===== config.mk =====
export PLATFORM = sky130hd
export DESIGN_NAME = bcm_master
export DESIGN_NICKNAME = d
export VERILOG_FILES = /design/src/bcm_pkg.sv /design/src/bcm_pin_sync.sv /design/src/bcm_clock_div.sv /design/src/bcm_master.sv
export SDC_FILE = /design/constraint.sdc
export NUM_CORES = 1
export LEC_CHECK = 0
export BUFFER_PORTS_ARGS = -buffer_cell sky130_fd_sc_hd__buf_2
export CAP_MARGIN = 25
export CORE_MARGIN = 2
export CORE_UTILIZATION = 49
export DETAILED_ROUTE_END_ITERATION = 8
export PLACE_DENSITY_LB_ADDON = 0.1
export SYNTH_ARGS = -nofsm -noshare
export SYNTH_HDL_FRONTEND = slang
export SYNTH_SLANG_ARGS = --single-unit

===== constraint.sdc =====
create_clock -name i_clock -period 2.8 [get_ports i_clock]
set_input_delay 0.28 -clock i_clock [delete_from_list [all_inputs] [get_ports i_clock]]
set_output_delay 0.28 -clock i_clock [all_outputs]
set_load 0.05 [all_outputs]

===== src/bcm_pkg.sv =====
// Shared constants and types for the backplane cycle master.
`default_nettype none
package bcm_pkg;
  // Oscillator is sampled at 200 MHz; time-state clock is oscillator divided by two.
  localparam int OSC_MAX_MHZ = 5;
  localparam int OSC_MIN_MHZ = 1;
  localparam int TSTATE_MIN_NS = 400;
  // Three-stage pin synchroniser depth.
  localparam int SYNC_DEPTH = 3;
  localparam logic [6:0] REFRESH_ROW_RESET = 7'h00;
  localparam logic REFRESH_MSB_RESET = 1'b0;
  localparam logic [15:0] ADDR_RESET = 16'h0000;
  // Cycle kinds requested by the core.
  typedef enum logic [2:0] {
    BCM_KIND_FETCH = 3'h0,
    BCM_KIND_MEM_RD = 3'h1,
    BCM_KIND_MEM_WR = 3'h2,
    BCM_KIND_IO_RD = 3'h3,
    BCM_KIND_IO_WR = 3'h4,
    BCM_KIND_ACK = 3'h5
  } bcm_kind_t;
  // Time states of a machine cycle, one-hot.
  typedef enum logic [7:0] {
    BCM_ST_IDLE = 8'h01,
    BCM_ST_T1 = 8'h02,
    BCM_ST_T2 = 8'h04,
    BCM_ST_AUTO1 = 8'h08,
    BCM_ST_AUTO2 = 8'h10,
    BCM_ST_TWAIT = 8'h20,
    BCM_ST_T3 = 8'h40,
    BCM_ST_T4 = 8'h80
  } bcm_state_t;
endpackage
`default_nettype wire


===== src/bcm_pin_sync.sv =====
// Three-flop synchroniser for one asynchronous pin, with agreement filter.
`default_nettype none
module bcm_pin_sync #(
  parameter logic RESET_VALUE = 1'b1
) (
  // Clock and reset
  input wire logic i_clock,
  input wire logic i_reset,
  // Pin and clean level
  input wire logic i_pin,
  output logic o_level
);
  typedef struct packed {
    logic [bcm_pkg::SYNC_DEPTH-1:0] stage;
    logic level;
  } bcm_sync_state_t;
  bcm_sync_state_t state_ff;
  bcm_sync_state_t nxt_state;
  always_comb begin
    nxt_state = state_ff;
    nxt_state.stage = {state_ff.stage[bcm_pkg::SYNC_DEPTH-2:0], i_pin};
    // Only stages two and three are compared; stage one feeds stage two alone.
    if (state_ff.stage[1] == state_ff.stage[2]) begin
      nxt_state.level = state_ff.stage[2];
    end
  end
  always_ff @(posedge i_clock or posedge i_reset) begin
    if (i_reset) begin
      state_ff <= {{bcm_pkg::SYNC_DEPTH{RESET_VALUE}}, RESET_VALUE};
    end else begin
      state_ff <= nxt_state;
    end
  end
  assign o_level = state_ff.level;
endmodule
`default_nettype wire


===== src/bcm_clock_div.sv =====
// Divide-by-two time-state clock generator, producing edge strobes.
`default_nettype none
module bcm_clock_div (
  // Clock and reset
  input wire logic i_clock,
  input wire logic i_reset,
  // Synchronised oscillator or external clock level
  input wire logic i_osc_level,
  // Time-state clock and its edges
  output logic o_tclk,
  output logic o_rise,
  output logic o_fall
);
  typedef struct packed {
    logic osc_prev;
    logic tclk;
    logic rise;
    logic fall;
  } bcm_div_state_t;
  bcm_div_state_t state_ff;
  bcm_div_state_t nxt_state;
  always_comb begin
    nxt_state = state_ff;
    nxt_state.osc_prev = i_osc_level;
    nxt_state.rise = 1'b0;
    nxt_state.fall = 1'b0;
    // Each rising oscillator edge toggles the time-state clock: divide by two.
    if (i_osc_level && !state_ff.osc_prev) begin
      nxt_state.tclk = !state_ff.tclk;
      nxt_state.rise = !state_ff.tclk;
      nxt_state.fall = state_ff.tclk;
    end
  end
  always_ff @(posedge i_clock or posedge i_reset) begin
    if (i_reset) begin
      state_ff <= '0;
    end else begin
      state_ff <= nxt_state;
    end
  end
  assign o_tclk = state_ff.tclk;
  assign o_rise = state_ff.rise;
  assign o_fall = state_ff.fall;
endmodule
`default_nettype wire


===== src/bcm_master.sv =====
// Backplane cycle master: time-state sequencing, strobes, waits, refresh and DMA yield.
// What this block does
// - Time-state clock is oscillator divided by two.
// - Oscillator at most 5 MHz, 400 ns states.
// - External clock accepted at twice state rate.
// - Every cycle spans whole time states only.
// - Memory and port strobes with proper address.
// - Vector read only via acknowledge, on interrupt.
// - Acknowledge equals fetch marker and port select.
// - Mode one acknowledges but ignores data bus.
// - Acknowledge cycles carry two automatic waits.
// - Acknowledge samples wait in second automatic wait.
// - Port cycles carry one sampled automatic wait.
// - Memory cycles sample wait midway through T2.
// - Waits last while wait request held.
// - Onboard memory reads drive the data bus.
// - Refresh strobe after T3 starts in fetch.
// - Memory select pulses twice per fetch.
// - DMA request answered by DMA grant.
// - Priority chain input wired to output.
// - Grant floats address, data, main strobes.
// - Refresh puts 7-bit row plus set bit.
// - Cycle sync is read, write, acknowledge OR.
// - Fetch marker asserted once per opcode byte.
`default_nettype none
module bcm_master (
  // Clock and reset
  input wire logic i_clock,
  input wire logic i_reset,
  // Oscillator or external clock pin
  input wire logic i_osc,
  input wire logic i_external_clock_in,
  input wire logic i_use_external_clock,
  // Core cycle requests
  input wire logic i_req_valid,
  input wire logic [2:0] i_req_kind,
  input wire logic [15:0] i_req_addr,
  input wire logic [7:0] i_req_wdata,
  input wire logic i_req_onboard,
  input wire logic [7:0] i_onboard_rdata,
  input wire logic i_irq_mode_one,
  input wire logic i_refresh_preset,
  input wire logic [7:0] i_refresh_preset_value,
  output logic o_req_ready,
  output logic o_done,
  output logic [7:0] o_rdata,
  output logic o_rdata_valid,
  // Backplane pins
  input wire logic i_maskable_irq_n,
  input wire logic i_wait_request_n,
  input wire logic i_dma_request_n,
  input wire logic i_priority_in,
  input wire logic [7:0] i_data,
  output logic [7:0] o_data,
  output logic o_data_oe_n,
  output logic [15:0] o_addr,
  output logic o_addr_oe_n,
  output logic o_mem_select_n,
  output logic o_io_select_n,
  output logic o_read_n,
  output logic o_write_n,
  output logic o_irq_ack_n,
  output logic o_refresh_n,
  output logic o_cycle_sync_n,
  output logic o_opcode_fetch_marker_n,
  output logic o_strobe_oe_n,
  output logic o_dma_grant_n,
  output logic o_priority_out,
  output logic o_tstate_clock_n,
  output logic o_irq_pending
);
  typedef struct packed {
    bcm_pkg::bcm_state_t st;
    logic [2:0] kind;
    logic onboard;
    logic [15:0] addr;
    logic [7:0] wdata;
    logic [6:0] row;
    logic row_msb;
    logic waited;
    logic granted;
    logic done;
    logic [7:0] rdata;
    logic rdata_valid;
    logic mem_sel;
    logic io_sel;
    logic rd;
    logic wr;
    logic marker;
    logic refresh;
    logic drive_data;
    logic [7:0] bus_data;
  } bcm_state_rec_t;

  bcm_state_rec_t state_ff;
  bcm_state_rec_t nxt_state;
  logic osc_pin;
  logic osc_level;
  logic wait_level_n;
  logic dma_level_n;
  logic irq_level_n;
  logic tclk;
  logic ts_rise;
  logic ts_fall;
  logic is_fetch;
  logic is_io;
  logic is_ack;
  logic is_mem;
  logic is_read;
  logic irq_ack;

  // Crystal or external clock, selected by a strap-like input.
  assign osc_pin = i_use_external_clock ? i_external_clock_in : i_osc;

  // System-clock sampling resolves an oscillator of up to 5 MHz with margin.
  bcm_pin_sync #(.RESET_VALUE(1'b0)) u_sync_osc (
    .i_clock(i_clock),
    .i_reset(i_reset),
    .i_pin(osc_pin),
    .o_level(osc_level)
  );
  bcm_pin_sync #(.RESET_VALUE(1'b1)) u_sync_wait (
    .i_clock(i_clock),
    .i_reset(i_reset),
    .i_pin(i_wait_request_n),
    .o_level(wait_level_n)
  );
  bcm_pin_sync #(.RESET_VALUE(1'b1)) u_sync_dma (
    .i_clock(i_clock),
    .i_reset(i_reset),
    .i_pin(i_dma_request_n),
    .o_level(dma_level_n)
  );
  bcm_pin_sync #(.RESET_VALUE(1'b1)) u_sync_irq (
    .i_clock(i_clock),
    .i_reset(i_reset),
    .i_pin(i_maskable_irq_n),
    .o_level(irq_level_n)
  );

  // All sequencing advances only on divided-clock edges.
  bcm_clock_div u_div (
    .i_clock(i_clock),
    .i_reset(i_reset),
    .i_osc_level(osc_level),
    .o_tclk(tclk),
    .o_rise(ts_rise),
    .o_fall(ts_fall)
  );

  assign is_fetch = state_ff.kind == bcm_pkg::BCM_KIND_FETCH;
  assign is_ack = state_ff.kind == bcm_pkg::BCM_KIND_ACK;
  assign is_io = state_ff.kind == bcm_pkg::BCM_KIND_IO_RD || state_ff.kind == bcm_pkg::BCM_KIND_IO_WR;
  assign is_mem = !is_io && !is_ack;
  assign is_read = state_ff.kind == bcm_pkg::BCM_KIND_MEM_RD
                   || state_ff.kind == bcm_pkg::BCM_KIND_IO_RD || is_fetch;

  always_comb begin
    nxt_state = state_ff;
    nxt_state.done = 1'b0;
    nxt_state.rdata_valid = 1'b0;
    case (state_ff.st)
      bcm_pkg::BCM_ST_IDLE: begin
        if (ts_rise) begin
          // Grant only between cycles; release resumes driving.
          if (!dma_level_n) begin
            nxt_state.granted = 1'b1;
          end else if (state_ff.granted) begin
            nxt_state.granted = 1'b0;
          end else if (i_req_valid) begin
            nxt_state.kind = i_req_kind;
            nxt_state.addr = i_req_addr;
            nxt_state.wdata = i_req_wdata;
            nxt_state.onboard = i_req_onboard;
            nxt_state.waited = 1'b0;
            nxt_state.st = bcm_pkg::BCM_ST_T1;
            // Marker once per opcode byte fetched, and on acknowledge.
            nxt_state.marker = i_req_kind == bcm_pkg::BCM_KIND_FETCH
                               || i_req_kind == bcm_pkg::BCM_KIND_ACK;
          end
        end
      end
      bcm_pkg::BCM_ST_T1: begin
        if (ts_fall && !is_io && !is_ack) begin
          // Memory strobes with full 16-bit address.
          nxt_state.mem_sel = 1'b1;
          nxt_state.rd = is_read;
        end
        if (ts_rise) begin
          nxt_state.st = bcm_pkg::BCM_ST_T2;
          if (is_io) begin
            // Port cycles carry the low eight address bits only.
            nxt_state.addr = {8'h00, state_ff.addr[7:0]};
            nxt_state.io_sel = 1'b1;
            nxt_state.rd = is_read;
          end
          nxt_state.wr = state_ff.kind == bcm_pkg::BCM_KIND_MEM_WR;
        end
      end
      bcm_pkg::BCM_ST_T2: begin
        // Memory cycles sample wait mid-T2, at the falling state-clock edge.
        if (ts_fall && is_mem) begin
          nxt_state.waited = !wait_level_n;
        end
        if (ts_rise) begin
          nxt_state.wr = state_ff.wr || state_ff.kind == bcm_pkg::BCM_KIND_IO_WR;
          if (is_io || is_ack) begin
            nxt_state.st = bcm_pkg::BCM_ST_AUTO1;
          end else if (state_ff.waited) begin
            nxt_state.st = bcm_pkg::BCM_ST_TWAIT;
          end else begin
            nxt_state.st = bcm_pkg::BCM_ST_T3;
          end
        end
      end
      bcm_pkg::BCM_ST_AUTO1: begin
        if (ts_rise) begin
          if (is_ack) begin
            nxt_state.st = bcm_pkg::BCM_ST_AUTO2;
            // Acknowledge only while fetch marker meets port select.
            nxt_state.io_sel = 1'b1;
          end else begin
            // Port wait sampled at the rising edge of the automatic wait.
            nxt_state.st = wait_level_n ? bcm_pkg::BCM_ST_T3 : bcm_pkg::BCM_ST_TWAIT;
          end
        end
      end
      bcm_pkg::BCM_ST_AUTO2: begin
        if (ts_rise) begin
          // Acknowledge wait sampled in the second automatic wait.
          nxt_state.st = wait_level_n ? bcm_pkg::BCM_ST_T3 : bcm_pkg::BCM_ST_TWAIT;
        end
      end
      bcm_pkg::BCM_ST_TWAIT: begin
        // Held for as long as the request stands, which also single-steps.
        if (ts_rise && wait_level_n) begin
          nxt_state.st = bcm_pkg::BCM_ST_T3;
        end
      end
      bcm_pkg::BCM_ST_T3: begin
        if (ts_rise) begin
          // A fetch took its byte as T3 opened; the others take it now.
          if (!is_fetch) begin
            nxt_state.rdata = state_ff.onboard ? i_onboard_rdata : i_data;
            nxt_state.rdata_valid = is_read || (is_ack && !i_irq_mode_one);
          end
          nxt_state.mem_sel = 1'b0;
          nxt_state.io_sel = 1'b0;
          nxt_state.rd = 1'b0;
          nxt_state.wr = 1'b0;
          nxt_state.marker = 1'b0;
          if (is_fetch) begin
            // Refresh row goes out with its program-set top bit.
            nxt_state.addr = {8'h00, state_ff.row_msb, state_ff.row};
            nxt_state.refresh = 1'b1;
            nxt_state.st = bcm_pkg::BCM_ST_T4;
          end else begin
            nxt_state.done = 1'b1;
            nxt_state.st = bcm_pkg::BCM_ST_IDLE;
          end
        end
        if (ts_fall && is_fetch) begin
          // Second memory-select pulse for the refresh access.
          nxt_state.mem_sel = 1'b1;
        end
      end
      bcm_pkg::BCM_ST_T4: begin
        if (ts_fall) begin
          nxt_state.mem_sel = 1'b0;
        end
        if (ts_rise) begin
          nxt_state.refresh = 1'b0;
          nxt_state.mem_sel = 1'b0;
          nxt_state.row = state_ff.row + 7'h01;
          nxt_state.done = 1'b1;
          nxt_state.st = bcm_pkg::BCM_ST_IDLE;
        end
      end
      default: begin
        nxt_state.st = bcm_pkg::BCM_ST_IDLE;
      end
    endcase
    // A fetch closes its read as T3 opens, so memory select can pulse a second time
    // for refresh and the refresh address is already out before the strobe.
    if (is_fetch && state_ff.st != bcm_pkg::BCM_ST_T3
        && nxt_state.st == bcm_pkg::BCM_ST_T3) begin
      nxt_state.rdata = state_ff.onboard ? i_onboard_rdata : i_data;
      nxt_state.rdata_valid = 1'b1;
      nxt_state.mem_sel = 1'b0;
      nxt_state.rd = 1'b0;
      nxt_state.marker = 1'b0;
      nxt_state.addr = {8'h00, state_ff.row_msb, state_ff.row};
    end
    // Second select pulse must fall in T3 after the refresh address is out.
    if (state_ff.st == bcm_pkg::BCM_ST_T3 && is_fetch && ts_fall) begin
      nxt_state.addr = {8'h00, state_ff.row_msb, state_ff.row};
      nxt_state.refresh = 1'b1;
    end
    if (i_refresh_preset) begin
      nxt_state.row = i_refresh_preset_value[6:0];
      nxt_state.row_msb = i_refresh_preset_value[7];
    end
    // Onboard reads drive data; writes drive the write byte.
    nxt_state.drive_data = (nxt_state.rd && nxt_state.onboard && nxt_state.mem_sel)
                           || nxt_state.wr;
    // Registered, so the bus byte is clean even while the memory input settles.
    nxt_state.bus_data = nxt_state.wr ? nxt_state.wdata : i_onboard_rdata;
  end

  always_ff @(posedge i_clock or posedge i_reset) begin
    if (i_reset) begin
      state_ff <= '{st: bcm_pkg::BCM_ST_IDLE, kind: 3'h0, onboard: 1'b0,
                    addr: bcm_pkg::ADDR_RESET, wdata: 8'h00,
                    row: bcm_pkg::REFRESH_ROW_RESET, row_msb: bcm_pkg::REFRESH_MSB_RESET,
                    waited: 1'b0, granted: 1'b0, done: 1'b0, rdata: 8'h00,
                    rdata_valid: 1'b0, mem_sel: 1'b0, io_sel: 1'b0, rd: 1'b0, wr: 1'b0,
                    marker: 1'b0, refresh: 1'b0, drive_data: 1'b0, bus_data: 8'h00};
    end else begin
      state_ff <= nxt_state;
    end
  end

  assign irq_ack = state_ff.marker && state_ff.io_sel;
  assign o_irq_ack_n = !irq_ack;
  assign o_mem_select_n = !state_ff.mem_sel;
  assign o_io_select_n = !(state_ff.io_sel && !state_ff.marker);
  assign o_read_n = !state_ff.rd;
  assign o_write_n = !state_ff.wr;
  assign o_refresh_n = !state_ff.refresh;
  assign o_opcode_fetch_marker_n = !state_ff.marker;
  assign o_cycle_sync_n = !(state_ff.rd || state_ff.wr || irq_ack);
  assign o_addr = state_ff.addr;
  assign o_data = state_ff.bus_data;
  // Floated while granted; otherwise the data bus is driven only for onboard reads and writes.
  assign o_addr_oe_n = state_ff.granted;
  assign o_strobe_oe_n = state_ff.granted;
  assign o_data_oe_n = state_ff.granted || !state_ff.drive_data;
  assign o_dma_grant_n = !state_ff.granted;
  assign o_priority_out = i_priority_in;
  assign o_tstate_clock_n = !tclk;
  assign o_req_ready = state_ff.st == bcm_pkg::BCM_ST_IDLE && ts_rise
                       && dma_level_n && !state_ff.granted;
  assign o_done = state_ff.done;
  assign o_rdata = state_ff.rdata;
  assign o_rdata_valid = state_ff.rdata_valid;
  // Interrupt acknowledge cycles should be started only on this level.
  assign o_irq_pending = !irq_level_n;
endmodule
`default_nettype wire


==> impl_summary.txt, run 1 <==
----------------------------------------------------
[Worst setup path]
  WP data arrival ... 2.92 ns
  Critical path fanouts, max ... 11
  Family of cells with the greatest summed delay on the critical path ... simple AND/OR/NAND/NOR gates
  Kind of end point of the critical path ... register
  Worst setup SP type ... register
  Critical-path cell with the highest stage delay ... dfrtp_2
  Slowest cell delay on critical path ... 0.50 ns
  Worst path cell trace ... or3_4, or4b_1, nand3_1, a21oi_1, o21ai_2, buf_12, mux2_2, mux2_2
  Critical path required time ... 3.05 ns
  Number of buffers and inverters on the critical path ... 1
  Most frequent CP cell ... mux2_2
  Critical path start-end classification ... register to register

[Synth]
  Dominant combinational cell family by area after synthesis ... simple AND/OR/NAND/NOR gates
  Cell type contributing the most total cell area after synthesis ... dfrtp_1
  Most instantiated library cell after synthesis ... dfrtp_1
  Gate count after technology mapping ... 415
  Fraction of the yosys area taken by sequential cells ... 48.8%
  Adder and majority gate portion of the synthesized area ... 1.12%
  Syn_nets ... 480
  Post-synth top flop ... dfrtp_1
  Synth top area cells ... dfrtp_1 42%, mux2_2 12%, dfstp_2 7.3%
  Mux contribution to synthesized area ... 12.8%
  Post-synthesis xor/xnor area fraction ... 1.68%
  Async set or reset register ratio after synthesis ... 100%
  Flops & latches, synth ... 91
  YS warnings ... 0
  Most common library cells after synthesis ... 78 x dfrtp_1, 50 x mux2_2, 34 x buf_4, 26 x nand2_1, 21 x o21ai_0
  Post-synthesis instance area ... 4700 sq um
  Avg Inst Size Synth ... 11.3 sq um
  Portion of synthesized cell area occupied by the leading cell type ... 41.5%
  Post-synthesis share of cell area spent on and, or, nand and nor gates ... 13.5%
  Synth Area in Compound Gates ... 12.7%
  Number of flops mapped to enable cells by yosys ... 0
  Synth cell types ... 69

[Finish]
  NumNets Final ... 581
  Layout cell share with drive strength beyond 1 ... 46.3%
  Layout Area Growth over Synthesis ... 17.8%
  Number of inserted filler cells in the final layout ... 825
  # diodes ... 0
  Post-layout instance area ... 5530 sq um
  Post-route non-filler standard cell count ... 650

[Timing]
  Worst slew margin relative to its limit ... 49.1%
  Final Cycle Share ... 95.5%
  Achievable Freq ... 374 MHz
  Final Slew Violations ... 0
  Post-Route Setup TNS ... 0 ns
  Min Clock Period, post-route ... 2.67 ns
  Largest clock skew in the final design ... 0.0111 ns
  Slew at the pin with the worst max-slew slack ... 0.763 ns
  Hold violation count in the final report ... 0
  Setup repair after global routing missed its margin ... no
  Final setup violation count ... 0

[Place]
  Number of port buffers ... 111
  Final HPWL DP ... 8.03 mm
  GP Congestion ... 0.898
  Post-detailed-placement cell area ... 5290 sq um
  Number of cells after detailed placement ... 631

[Drt]
  Routed wire length ... 10.7 mm
  Antenna-violating nets left ... 0
  DR DRC count ... 0
  Detailed-router iteration count before antenna repair ... 4
  Avg WL per Cell ... 16.5 um
  DRC violation total after the first TritonRoute iteration ... 201
  Total number of vias ... 3,457
  Via/cell ratio ... 5.32

[Min path]
  Type of the worst min-delay path ... input port to async pin

[Power]
  Switching power total ... 0.00157 W
  VDD IR max ... 0.325 mV
  Portion of total power attributed to combinational logic ... 34.2%
  Static leakage power ... 2.69 nW
  Switching Share ... 38.6%
  Internal portion of total power ... 0.00251 W
  Fraction of power consumed by sequential logic ... 42.7%
  Power per cell area ... 737 nW/um^2
  Share of power burned in the clock network ... 23.1%

[Floorplan]
  Die height ... 102 um
  Die Width ... 102 um
  Number of ports placed on the die boundary ... 114
  Initial Utilization ... 50.6%
  Placeable Area ... 9280 sq um
  Cell Rows ... 35
  Die outline area ... 10,400 sq um

[Global route]
  Maximum number of pins on one net before global-route repair ... 46
  GRT overflow ... 0
  First-pass GRT wire length ... 17.5 mm
  Total track usage ... 21.6%
  Antenna violations before repair ... 0
  Number of global-route vias before repair ... 3,404

[CTS]
  CTS tree ... done
  CTS clock-pin slew for the worst setup and hold paths ... 0.10 ns
  Cell chosen for the clock root ... clkbuf_8
  H-tree levels ... 3
  Clk sinks ... 91
  Clk_lat worst skew ... 0.36 ns
  Longest Clk Path Bufs ... 2
  Total clock buffers created by CTS ... 9

[Outcome]
  Outcome ... complete, no violations

[Job]
  Count of max-cap constraint violations ... 0

----------------------------------------------------
power by group through the flow:
stage | registers, W | logic, W | clock network, W
finish | 0.00174 | 0.00140 | 0.000941
detailed placement | 0.00177 | 0.00139 | 0
floorplan | 0.00167 | 0.00117 | 0
global placement | 0.00176 | 0.00137 | 0
global route | 0.00178 | 0.00150 | 0.00103
CTS | 0.00174 | 0.00140 | 0.000972
placed cells by master (no fill, tap or decap), types with 13 or more instances in the layout:
cell type,synthesis,layout
buf_2,6,111
mux2_2,50,50
o21ai_0,21,21
dfrtp_1,78,77
inv_1,18,17
dfstp_2,13,13
nand2_1,26,26
a21oi_1,13,13
nor2_1,14,13
buf_4,34,27
worst paths after layout:
kind / from / end / slack [ns] / depth (start not counted)
hold / removal: i_reset / u_sync_osc.nxt_state[2] / 0.03 / 2
hold reg to reg: u_sync_dma.nxt_state[2] / u_sync_dma.nxt_state[3] / 0.36 / 0
setup / recovery: state_ff[68] / o_addr[0] / 0.13 / 8
min in group i_clock: i_refresh_preset_value[5] / state_ff[33] / 0.12 / 3
max in group asynchronous: i_reset / state_ff[60] / 1.97 / 3
setup reg to reg: state_ff[68] / o_addr[0] / 0.13 / 8
cell type report:
| type | count | area, sq um | area share, % |
|---|---|---|---|
| Tap cell | 129 | 161 | 2.92 |
| Multi-Input combinational cell | 253 | 1970 | 35.6 |
| Clock inverter | 6 | 71.3 | 1.29 |
| Clock buffer | 10 | 138 | 2.49 |
| Timing Repair Buffer | 143 | 828 | 15.0 |
| Inverter | 18 | 68.8 | 1.24 |
| Sequential cell | 91 | 2290 | 41.5 |
sequential cells by signal, indices dropped and copies added, names as in the netlist, 2 cells and up:
register and count:
o_addr 16, u_sync_irq.nxt_state 2, o_data 8, u_sync_osc.nxt_state 2, o_rdata 8, state_ff 36, u_sync_dma.nxt_state 2, u_sync_wait.nxt_state 2
logic make-up (layout without fill, tap and decap cells):
family	Yosys count	after routing
AND/OR/NAND/NOR	107	107
flip-flops	91	91
AO/OA/AOI/OAI	78	78
buffers and inverters	71	177
multiplexers	54	54
XOR/XNOR	9	9
adder cells (fa/ha/maj)	5	5
per-stage QoR:
step                hold slack [ns]  total power (W)  utilization, %  setup WS [ns]
CTS                          0.0376          0.00411            59.6         0.0432
global route                 0.0810          0.00431            59.6         0.0377
finish                       0.0284          0.00408            59.6          0.125
floorplan                     0.284          0.00284               -          0.178
global placement              0.334          0.00313            57.0          0.133
detailed placement            0.343          0.00316            57.0         0.0702
layer usage:
layer  global-route usage [%]  wire, um  share of wire (%)  up-vias
met3                     5.40       646                6.0       15
met4                     6.05       159                1.5        0
li1                         -         -                  -     1652
met1                     30.6      4850                 45     1677
met2                     33.2      5060                 47      113
met5                        0         0                  0        -
timing repair:
item	in CTS	in global routing
resized for setup	0	2
endpoints found under the setup margin	0	16
hold buffers	3	0
hold endpoints to repair	3	0
buffers inserted	0	0
No activity file was read; power rests on OpenSTA's default activity.
==> run 2, diff against run 1 <==
Settings changed: PLACE_DENSITY set to 0.76, PLACE_DENSITY_LB_ADDON 0.1 to unset.
==> run 2 against run 1 <==
  * Non-clock buffer count up 2
  * Count of clock-buffer cells in the layout is 1 higher
  * Final area decreased by 0.20%
  * Critical path depth unchanged
  * Via count increased by 0.87%
  * Power decreased by 3.2%
  * Sequential power hardly changed
  * Final cell count rose by 0.31%
  * Register-to-register slack worse by 0.05 ns
  * Combinational power is essentially flat
  * Global-route usage grew 0.23 points
  * Clock power is 12% lower
  * Highest routed layer unchanged
==> impl_summary.txt, run 2 (synthesis results as in run 1) <==
----------------------------------------------------
[Power]
  Switching Share ... 39.4% (+0.83 points)
  Fraction of power consumed by sequential logic ... 44.0% (+1.3 points)
  Share of power burned in the clock network ... 21.0% (-2.1 points)
  Static leakage power ... 2.70 nW (+0.13%)
  Overall power consumption ... 0.00395 W (-3.2%)
  Switching power total ... 0.00156 W (-1.1%)
  Power per cell area ... 715 nW/um^2 (-3.0%)
  Internal portion of total power ... 0.00239 W (-4.6%)
  Portion of total power attributed to combinational logic ... 35.1% (+0.9 points)
  VDD IR max ... 0.353 mV (+8.8%)

[Timing]
  Final Slew Violations ... 0 (unchanged)
  Largest clock skew in the final design ... 0.0156 ns (+0.00444 ns)
  Slew at the pin with the worst max-slew slack ... 0.517 ns (-0.246 ns)
  Final Cycle Share ... 97.3% (+1.8 points)
  Worst slew margin relative to its limit ... 65.0% (+16 points)
  Hold violation count in the final report ... 0 (unchanged)
  Achievable Freq ... 367 MHz (-1.9%)
  Min Clock Period, post-route ... 2.73 ns (+0.0508 ns)
  Final setup violation count ... 0 (unchanged)
  Setup repair after global routing missed its margin ... no
  Post-Route Setup TNS ... 0 ns (unchanged)
  Min setup slack post-route ... 0.0745 ns (-0.0508 ns)

[Finish]
  Register name with the most flops ... state_ff
  Multi-input combinational cell area ... 1970 sq um (-0.32%)
  Leading cell types in the layout, fill and taps excluded ... 111 x buf_2, 78 x dfrtp_1, 50 x mux2_2
  Number of inserted filler cells in the final layout ... 816 (-1.1%)
  # diodes ... 0 (unchanged)
  Layout cell share with drive strength beyond 1 ... 45.5% (-0.75 points)
  Leading cell type in the layout, fill and taps excluded ... buf_2
  Flip-flop count of the largest register, all copies and words added ... 36 (unchanged)
  Post-layout instance area ... 5520 sq um (-0.20%)
  Combined flip-flop and latch cell area ... 2290 sq um (about the same)
  Layout Area Growth over Synthesis ... 17.6%
  NumNets Final ... 583 (+0.34%)

[CTS]
  CTS clock-pin slew for the worst setup and hold paths ... 0.09 ns (about the same)
  Total clock buffers created by CTS ... 9 (unchanged)
  Longest Clk Path Bufs ... 2 (unchanged)
  Post-cts sizing count ... 0 (unchanged)
  Clk sinks ... 91 (unchanged)
  Clk_lat worst skew ... 0.36 ns (about the same)
  H-tree levels ... 3 (unchanged)
  Cell chosen for the clock root ... clkbuf_8
  Buffers inserted by post-CTS timing repair ... 0 (unchanged)
  CTS tree ... done

[Global route]
  Number of global-route vias before repair ... 3,575 (+5.0%)
  Antenna violations before repair ... 0 (unchanged)
  Total track usage ... 21.8% (+0.23 points)
  GRT overflow ... 0 (unchanged)
  First-pass GRT wire length ... 17.6 mm (+0.51%)
  Maximum number of pins on one net before global-route repair ... 92 (+100%)

[Place]
  GP Congestion ... 0.899 (+0.12%)
  Post-detailed-placement cell area ... 5320 sq um (+0.47%)
  Worst setup slack after placement ... 0.0968 ns (+0.0266 ns)
  Final HPWL DP ... 8.12 mm (+1.2%)
  Number of port buffers ... 111 (unchanged)

[Floorplan]
  Initial Utilization ... 50.6% (unchanged)
  Die Width ... 102 um (unchanged)
  Die outline area ... 10,400 sq um (unchanged)
  Number of ports placed on the die boundary ... 114 (unchanged)
  Die height ... 102 um (unchanged)
  Placeable Area ... 9280 sq um (unchanged)
  Cell Rows ... 35 (unchanged)

[Drt]
  DRC violation total after the first TritonRoute iteration ... 201 (unchanged)
  Routed wire length ... 10.7 mm (-0.34%)
  Antenna-violating nets left ... 0 (unchanged)
  Total number of vias ... 3,487 (+0.87%)
  Detailed-router iteration count before antenna repair ... 4 (unchanged)
  Avg WL per Cell ... 16.4 um (-0.64%)
  DR DRC count ... 0 (unchanged)
  Via/cell ratio ... 5.35 (+0.56%)

[Worst setup path]
  Worst setup SP type ... register
  Critical path start-end classification ... register to register
  WP data arrival ... 2.97 ns (+0.05 ns)
  Kind of end point of the critical path ... register
  Critical path fanouts, max ... 11 (unchanged)
  Critical path required time ... 3.05 ns (about the same)

[Outcome]
  Outcome ... complete, no violations

[Job]
  Count of max-cap constraint violations ... 0 (unchanged)

[Min path]
  Type of the worst min-delay path ... input port to async pin

----------------------------------------------------
## run 2: worst max-delay path: stages (launching register included)
cell and delay, ns:
dfrtp_1 0.51, or3_4 0.39, or4b_1 0.54, nand3_1 0.12
a21oi_1 0.12, o21ai_2 0.18, buf_12 0.16, mux2_2 0.33
mux2_2 0.26
## run 2: worst paths after layout
check | startpoint | endpoint | slack, ns | cells past startpoint
worst max-delay path | state_ff[68] | o_addr[3] | 0.07 | 8
worst min register to register | u_sync_osc.nxt_state[2] | u_sync_osc.nxt_state[3] | 0.36 | 0
worst min-delay path | i_reset | state_ff[70] | 0.002 | 3
worst max register to register | state_ff[68] | o_addr[3] | 0.07 | 8
max in group asynchronous | i_reset | state_ff[63] | 2.39 | 3
min in group i_clock | i_refresh_preset_value[3] | state_ff[31] | 0.11 | 3
## run 2: final cells by class
cell class	instances	share of cell area, %
clock buffer	11	2.38
tap	129	2.92
multi-input combinational	253	35.6
clock inverter	5	0.838
sequential	91	41.5
timing repair buffer	145	15.5
inverter	18	1.25
## run 2: repair_timing
action,CTS,global route
endpoints found under the setup margin,0,0
hold buffers,2,1
endpoints found under the hold margin,2,1
## run 2: metal layers
metal,up-vias,track usage [%],share of wire [%]
met3,16,5.68,6.3
li1,1648,-,-
met5,-,0,0
met4,0,6.36,1.8
met1,1705,27.9,42
met2,118,36.7,50
## run 2: power by group through the flow
stage / registers, W / clock network, W / logic [W]
global placement: 0.00175 / 0 / 0.00136
floorplan: 0.00167 / 0 / 0.00117
global route: 0.00177 / 0.000912 / 0.00149
CTS: 0.00174 / 0.000859 / 0.00139
finish: 0.00174 / 0.000828 / 0.00138
detailed placement: 0.00176 / 0 / 0.00138
## run 2: metrics by stage
step           util, %  std cells  hold WS (ns)
2_1_floorplan        -        415         0.284
3_3_place_gp      57.3        633         0.334
3_5_place_dp      57.3        633         0.335
4_1_cts           59.4        651       0.00320
5_1_grt           59.5        652        0.0253
6_report          59.5        652       0.00244
==> run 3, diff against run 2 <==
Settings changed: BUFFER_PORTS_ARGS -buffer_cell sky130_fd_sc_hd__buf_2 to unset, CORE_UTILIZATION 49 to 57, DONT_BUFFER_PORTS set to 1, PLACE_DENSITY 0.76 to 0.74.
==> run 3 against run 2 <==
  * Routed wire length down 2.6%
  * Setup slack better by 0.028 ns
  * Critical endpoint is now o_addr[6]
  * Critical path type unchanged
  * Critical path depth unchanged
  * Final cell count down 21%
  * Sequential share of layout area up 5.0 points
  * Clock power up 19%
  * Flip-flop and latch count unchanged
  * Count of clock-buffer cells in the layout unchanged
  * Power up 1.4%
  * Die area down 14%
  * Largest power group unchanged
  * Via count down 10%
  * Global-route usage up 2.2 points
==> impl_summary.txt, run 3 (synthesis results as in run 1) <==
----------------------------------------------------
[CTS]
  H-tree levels ... 3 (unchanged)
  Cell chosen for the clock root ... clkbuf_8
  Longest Clk Path Bufs ... 2 (unchanged)
  CTS clock-pin slew for the worst setup and hold paths ... 0.09 ns (about the same)
  Clk_lat worst skew ... 0.36 ns (about the same)
  Clk sinks ... 91 (unchanged)
  Total clock buffers created by CTS ... 9 (unchanged)
  Buffers inserted by post-CTS timing repair ... 0 (unchanged)
  CTS tree ... done

[Finish]
  # diodes ... 0 (unchanged)
  Combined flip-flop and latch cell area ... 2300 sq um (+0.11%)
  Final Util ... 61.0% (+1.6 points)
  Flip-flop count of the largest register, all copies and words added ... 36 (unchanged)
  Leading cell types in the layout, fill and taps excluded ... 76 x dfrtp_1, 50 x mux2_2, 26 x nand2_1
  Layout Area Growth over Synthesis ... 5.14%
  NumNets Final ... 469 (-20%)
  Register name with the most flops ... state_ff
  Number of inserted filler cells in the final layout ... 693 (-15%)
  Post-layout instance area ... 4940 sq um (-11%)
  Multi-input combinational cell area ... 1970 sq um (+0.13%)
  Layout cell share with drive strength beyond 1 ... 30.6% (-15 points)
  Leading cell type in the layout, fill and taps excluded ... dfrtp_1

[Global route]
  Antenna violations before repair ... 0 (unchanged)
  Total track usage ... 24.0% (+2.2 points)
  GRT overflow ... 0 (unchanged)
  First-pass GRT wire length ... 16.3 mm (-7.4%)
  Number of global-route vias before repair ... 3,098 (-13%)
  Maximum number of pins on one net before global-route repair ... 39 (-58%)

[Power]
  Overall power consumption ... 0.00400 W (+1.4%)
  VDD IR max ... 0.498 mV (+41%)
  Power per cell area ... 810 nW/um^2 (+13%)
  Static leakage power ... 2.22 nW (-18%)

[Place]
  GP Congestion ... 0.931 (+3.6%)
  Post-detailed-placement cell area ... 4670 sq um (-12%)
  Number of port buffers ... 0 (-100%)
  Final HPWL DP ... 7.64 mm (-5.9%)

[Worst setup path]
  Critical path start-end classification ... register to register
  Worst path cell trace ... or3_4, or4b_1, nand3_1, a21oi_1, o21ai_2, buf_12, mux2_2, mux2_2
  Critical path required time ... 3.05 ns (about the same)
  Critical-path cell with the highest stage delay ... or4b_1
  Worst setup SP type ... register
  Slowest cell delay on critical path ... 0.50 ns (-0.04 ns)
  Critical path fanouts, max ... 11 (unchanged)
  WP data arrival ... 2.94 ns (-0.03 ns)
  CP Launch Point ... state_ff[70]
  Kind of end point of the critical path ... register
  Critical R2R Launch ... state_ff[70]
  Most frequent CP cell ... mux2_2
  Family of cells with the greatest summed delay on the critical path ... simple AND/OR/NAND/NOR gates
  Number of buffers and inverters on the critical path ... 1 (unchanged)

[Job]
  Count of max-cap constraint violations ... 0 (unchanged)

[Floorplan]
  Number of ports placed on the die boundary ... 114 (unchanged)
  Die Width ... 94.8 um (-7.0%)
  Initial Utilization ... 58.1% (+7.4 points)
  Placeable Area ... 8090 sq um (-13%)
  Cell Rows ... 33 (-5.7%)
  Die outline area ... 8990 sq um (-14%)
  Die height ... 94.8 um (-7.0%)

[Timing]
  Final Cycle Share ... 96.3% (-0.99 points)
  Post-Route Setup TNS ... 0 ns (unchanged)
  Final Slew Violations ... 0 (unchanged)
  Slew at the pin with the worst max-slew slack ... 0.627 ns (+0.110 ns)
  Largest clock skew in the final design ... 0.00951 ns (-0.00607 ns)
  Achievable Freq ... 371 MHz (+1.0%)
  Min Clock Period, post-route ... 2.70 ns (-0.0278 ns)
  Hold violation count in the final report ... 0 (unchanged)
  Fin Hold WS ... 0.0177 ns (+0.0153 ns)
  Final setup violation count ... 0 (unchanged)
  Worst slew margin relative to its limit ... 58.2% (-6.9 points)
  Setup repair after global routing missed its margin ... no

[Drt]
  Total number of vias ... 3,130 (-10%)
  Routed wire length ... 10.4 mm (-2.6%)
  DRC violation total after the first TritonRoute iteration ... 206 (+2.5%)
  DR DRC count ... 0 (unchanged)
  Detailed-router iteration count before antenna repair ... 5 (+1)
  Avg WL per Cell ... 20.2 um (+23%)
  Antenna-violating nets left ... 0 (unchanged)
  Via/cell ratio ... 6.09 (+14%)

[Min path]
  Hold path start ... i_refresh_preset
  Type of the worst min-delay path ... input port to register

[Outcome]
  Outcome ... complete, no violations

----------------------------------------------------
[run 3: cell count changes in the layout (fill, tap and decap cells not counted)]
| cell | delta |
|---|---|
| buf_2 | -111 |
| buf_4 | -3 |
| buf_12 | -2 |
| bufinv_16 | +2 |
| clkinv_4 | -2 |
| clkinvlp_4 | +2 |
| dfrtp_1 | -2 |
| dfrtp_2 | +2 |
| dlygate4sd3_1 | +2 |
| inv_6 | -2 |
| nor2_1 | -1 |
| nor2_2 | +1 |
[run 3: area by class of cell]
cell class / count / area share [%]
flip-flops and latches: 91 / 46.5
clock buffers: 11 / 2.66
multi-input cells: 253 / 39.8
repair buffers: 31 / 5.22
clock inverters: 5 / 1.75
well taps: 105 / 2.66
inverters: 18 / 1.39
[run 3: report_power, final]
group          leakage (nW)  switching [W]  internal [W]  total [W]
clock                 0.102       0.000474      0.000510   0.000984
combinational         0.960       0.000648      0.000438    0.00109
sequential             1.15       0.000403       0.00153    0.00193
[run 3: worst register-to-register path, stage by stage, from the launching register on]
cell and delay (ns):
dfrtp_2 0.47, or3_4 0.41, or4b_1 0.50, nand3_1 0.12, a21oi_1 0.13, o21ai_2 0.19, buf_12 0.17, mux2_2 0.34
mux2_2 0.26
[run 3: layer usage]
layer	share of wire [%]	global-route usage (%)
met1	42	32.9
met2	48	37.4
met3	8.6	7.58
met4	1.2	6.16
met5	0	0
[run 3: timing repair]
action / in CTS / in global routing
hold buffers: 5 / 0
endpoints found under the hold margin: 28 / 0
gates resized for setup: 0 / 2
endpoints found under the setup margin: 0 / 3
[run 3: metrics by stage]
step                std cells  worst slack (ns)
CTS                       514            0.0888
detailed placement        493             0.121
global route              514            0.0152
floorplan                 415             0.178
global placement          493             0.125
finish                    514             0.102
[run 3: path summary, 6_finish.rpt]
kind / slack [ns] / end / depth (start not counted)
min in group asynchronous: 0.45 / o_addr_oe_n / 2
max reg2reg: 0.10 / o_addr[6] / 8
min reg2reg: 0.35 / u_sync_dma.nxt_state[3] / 0
max: 0.10 / o_addr[6] / 8
min: 0.02 / state_ff[28] / 1
max in group asynchronous: 1.51 / state_ff[63] / 3
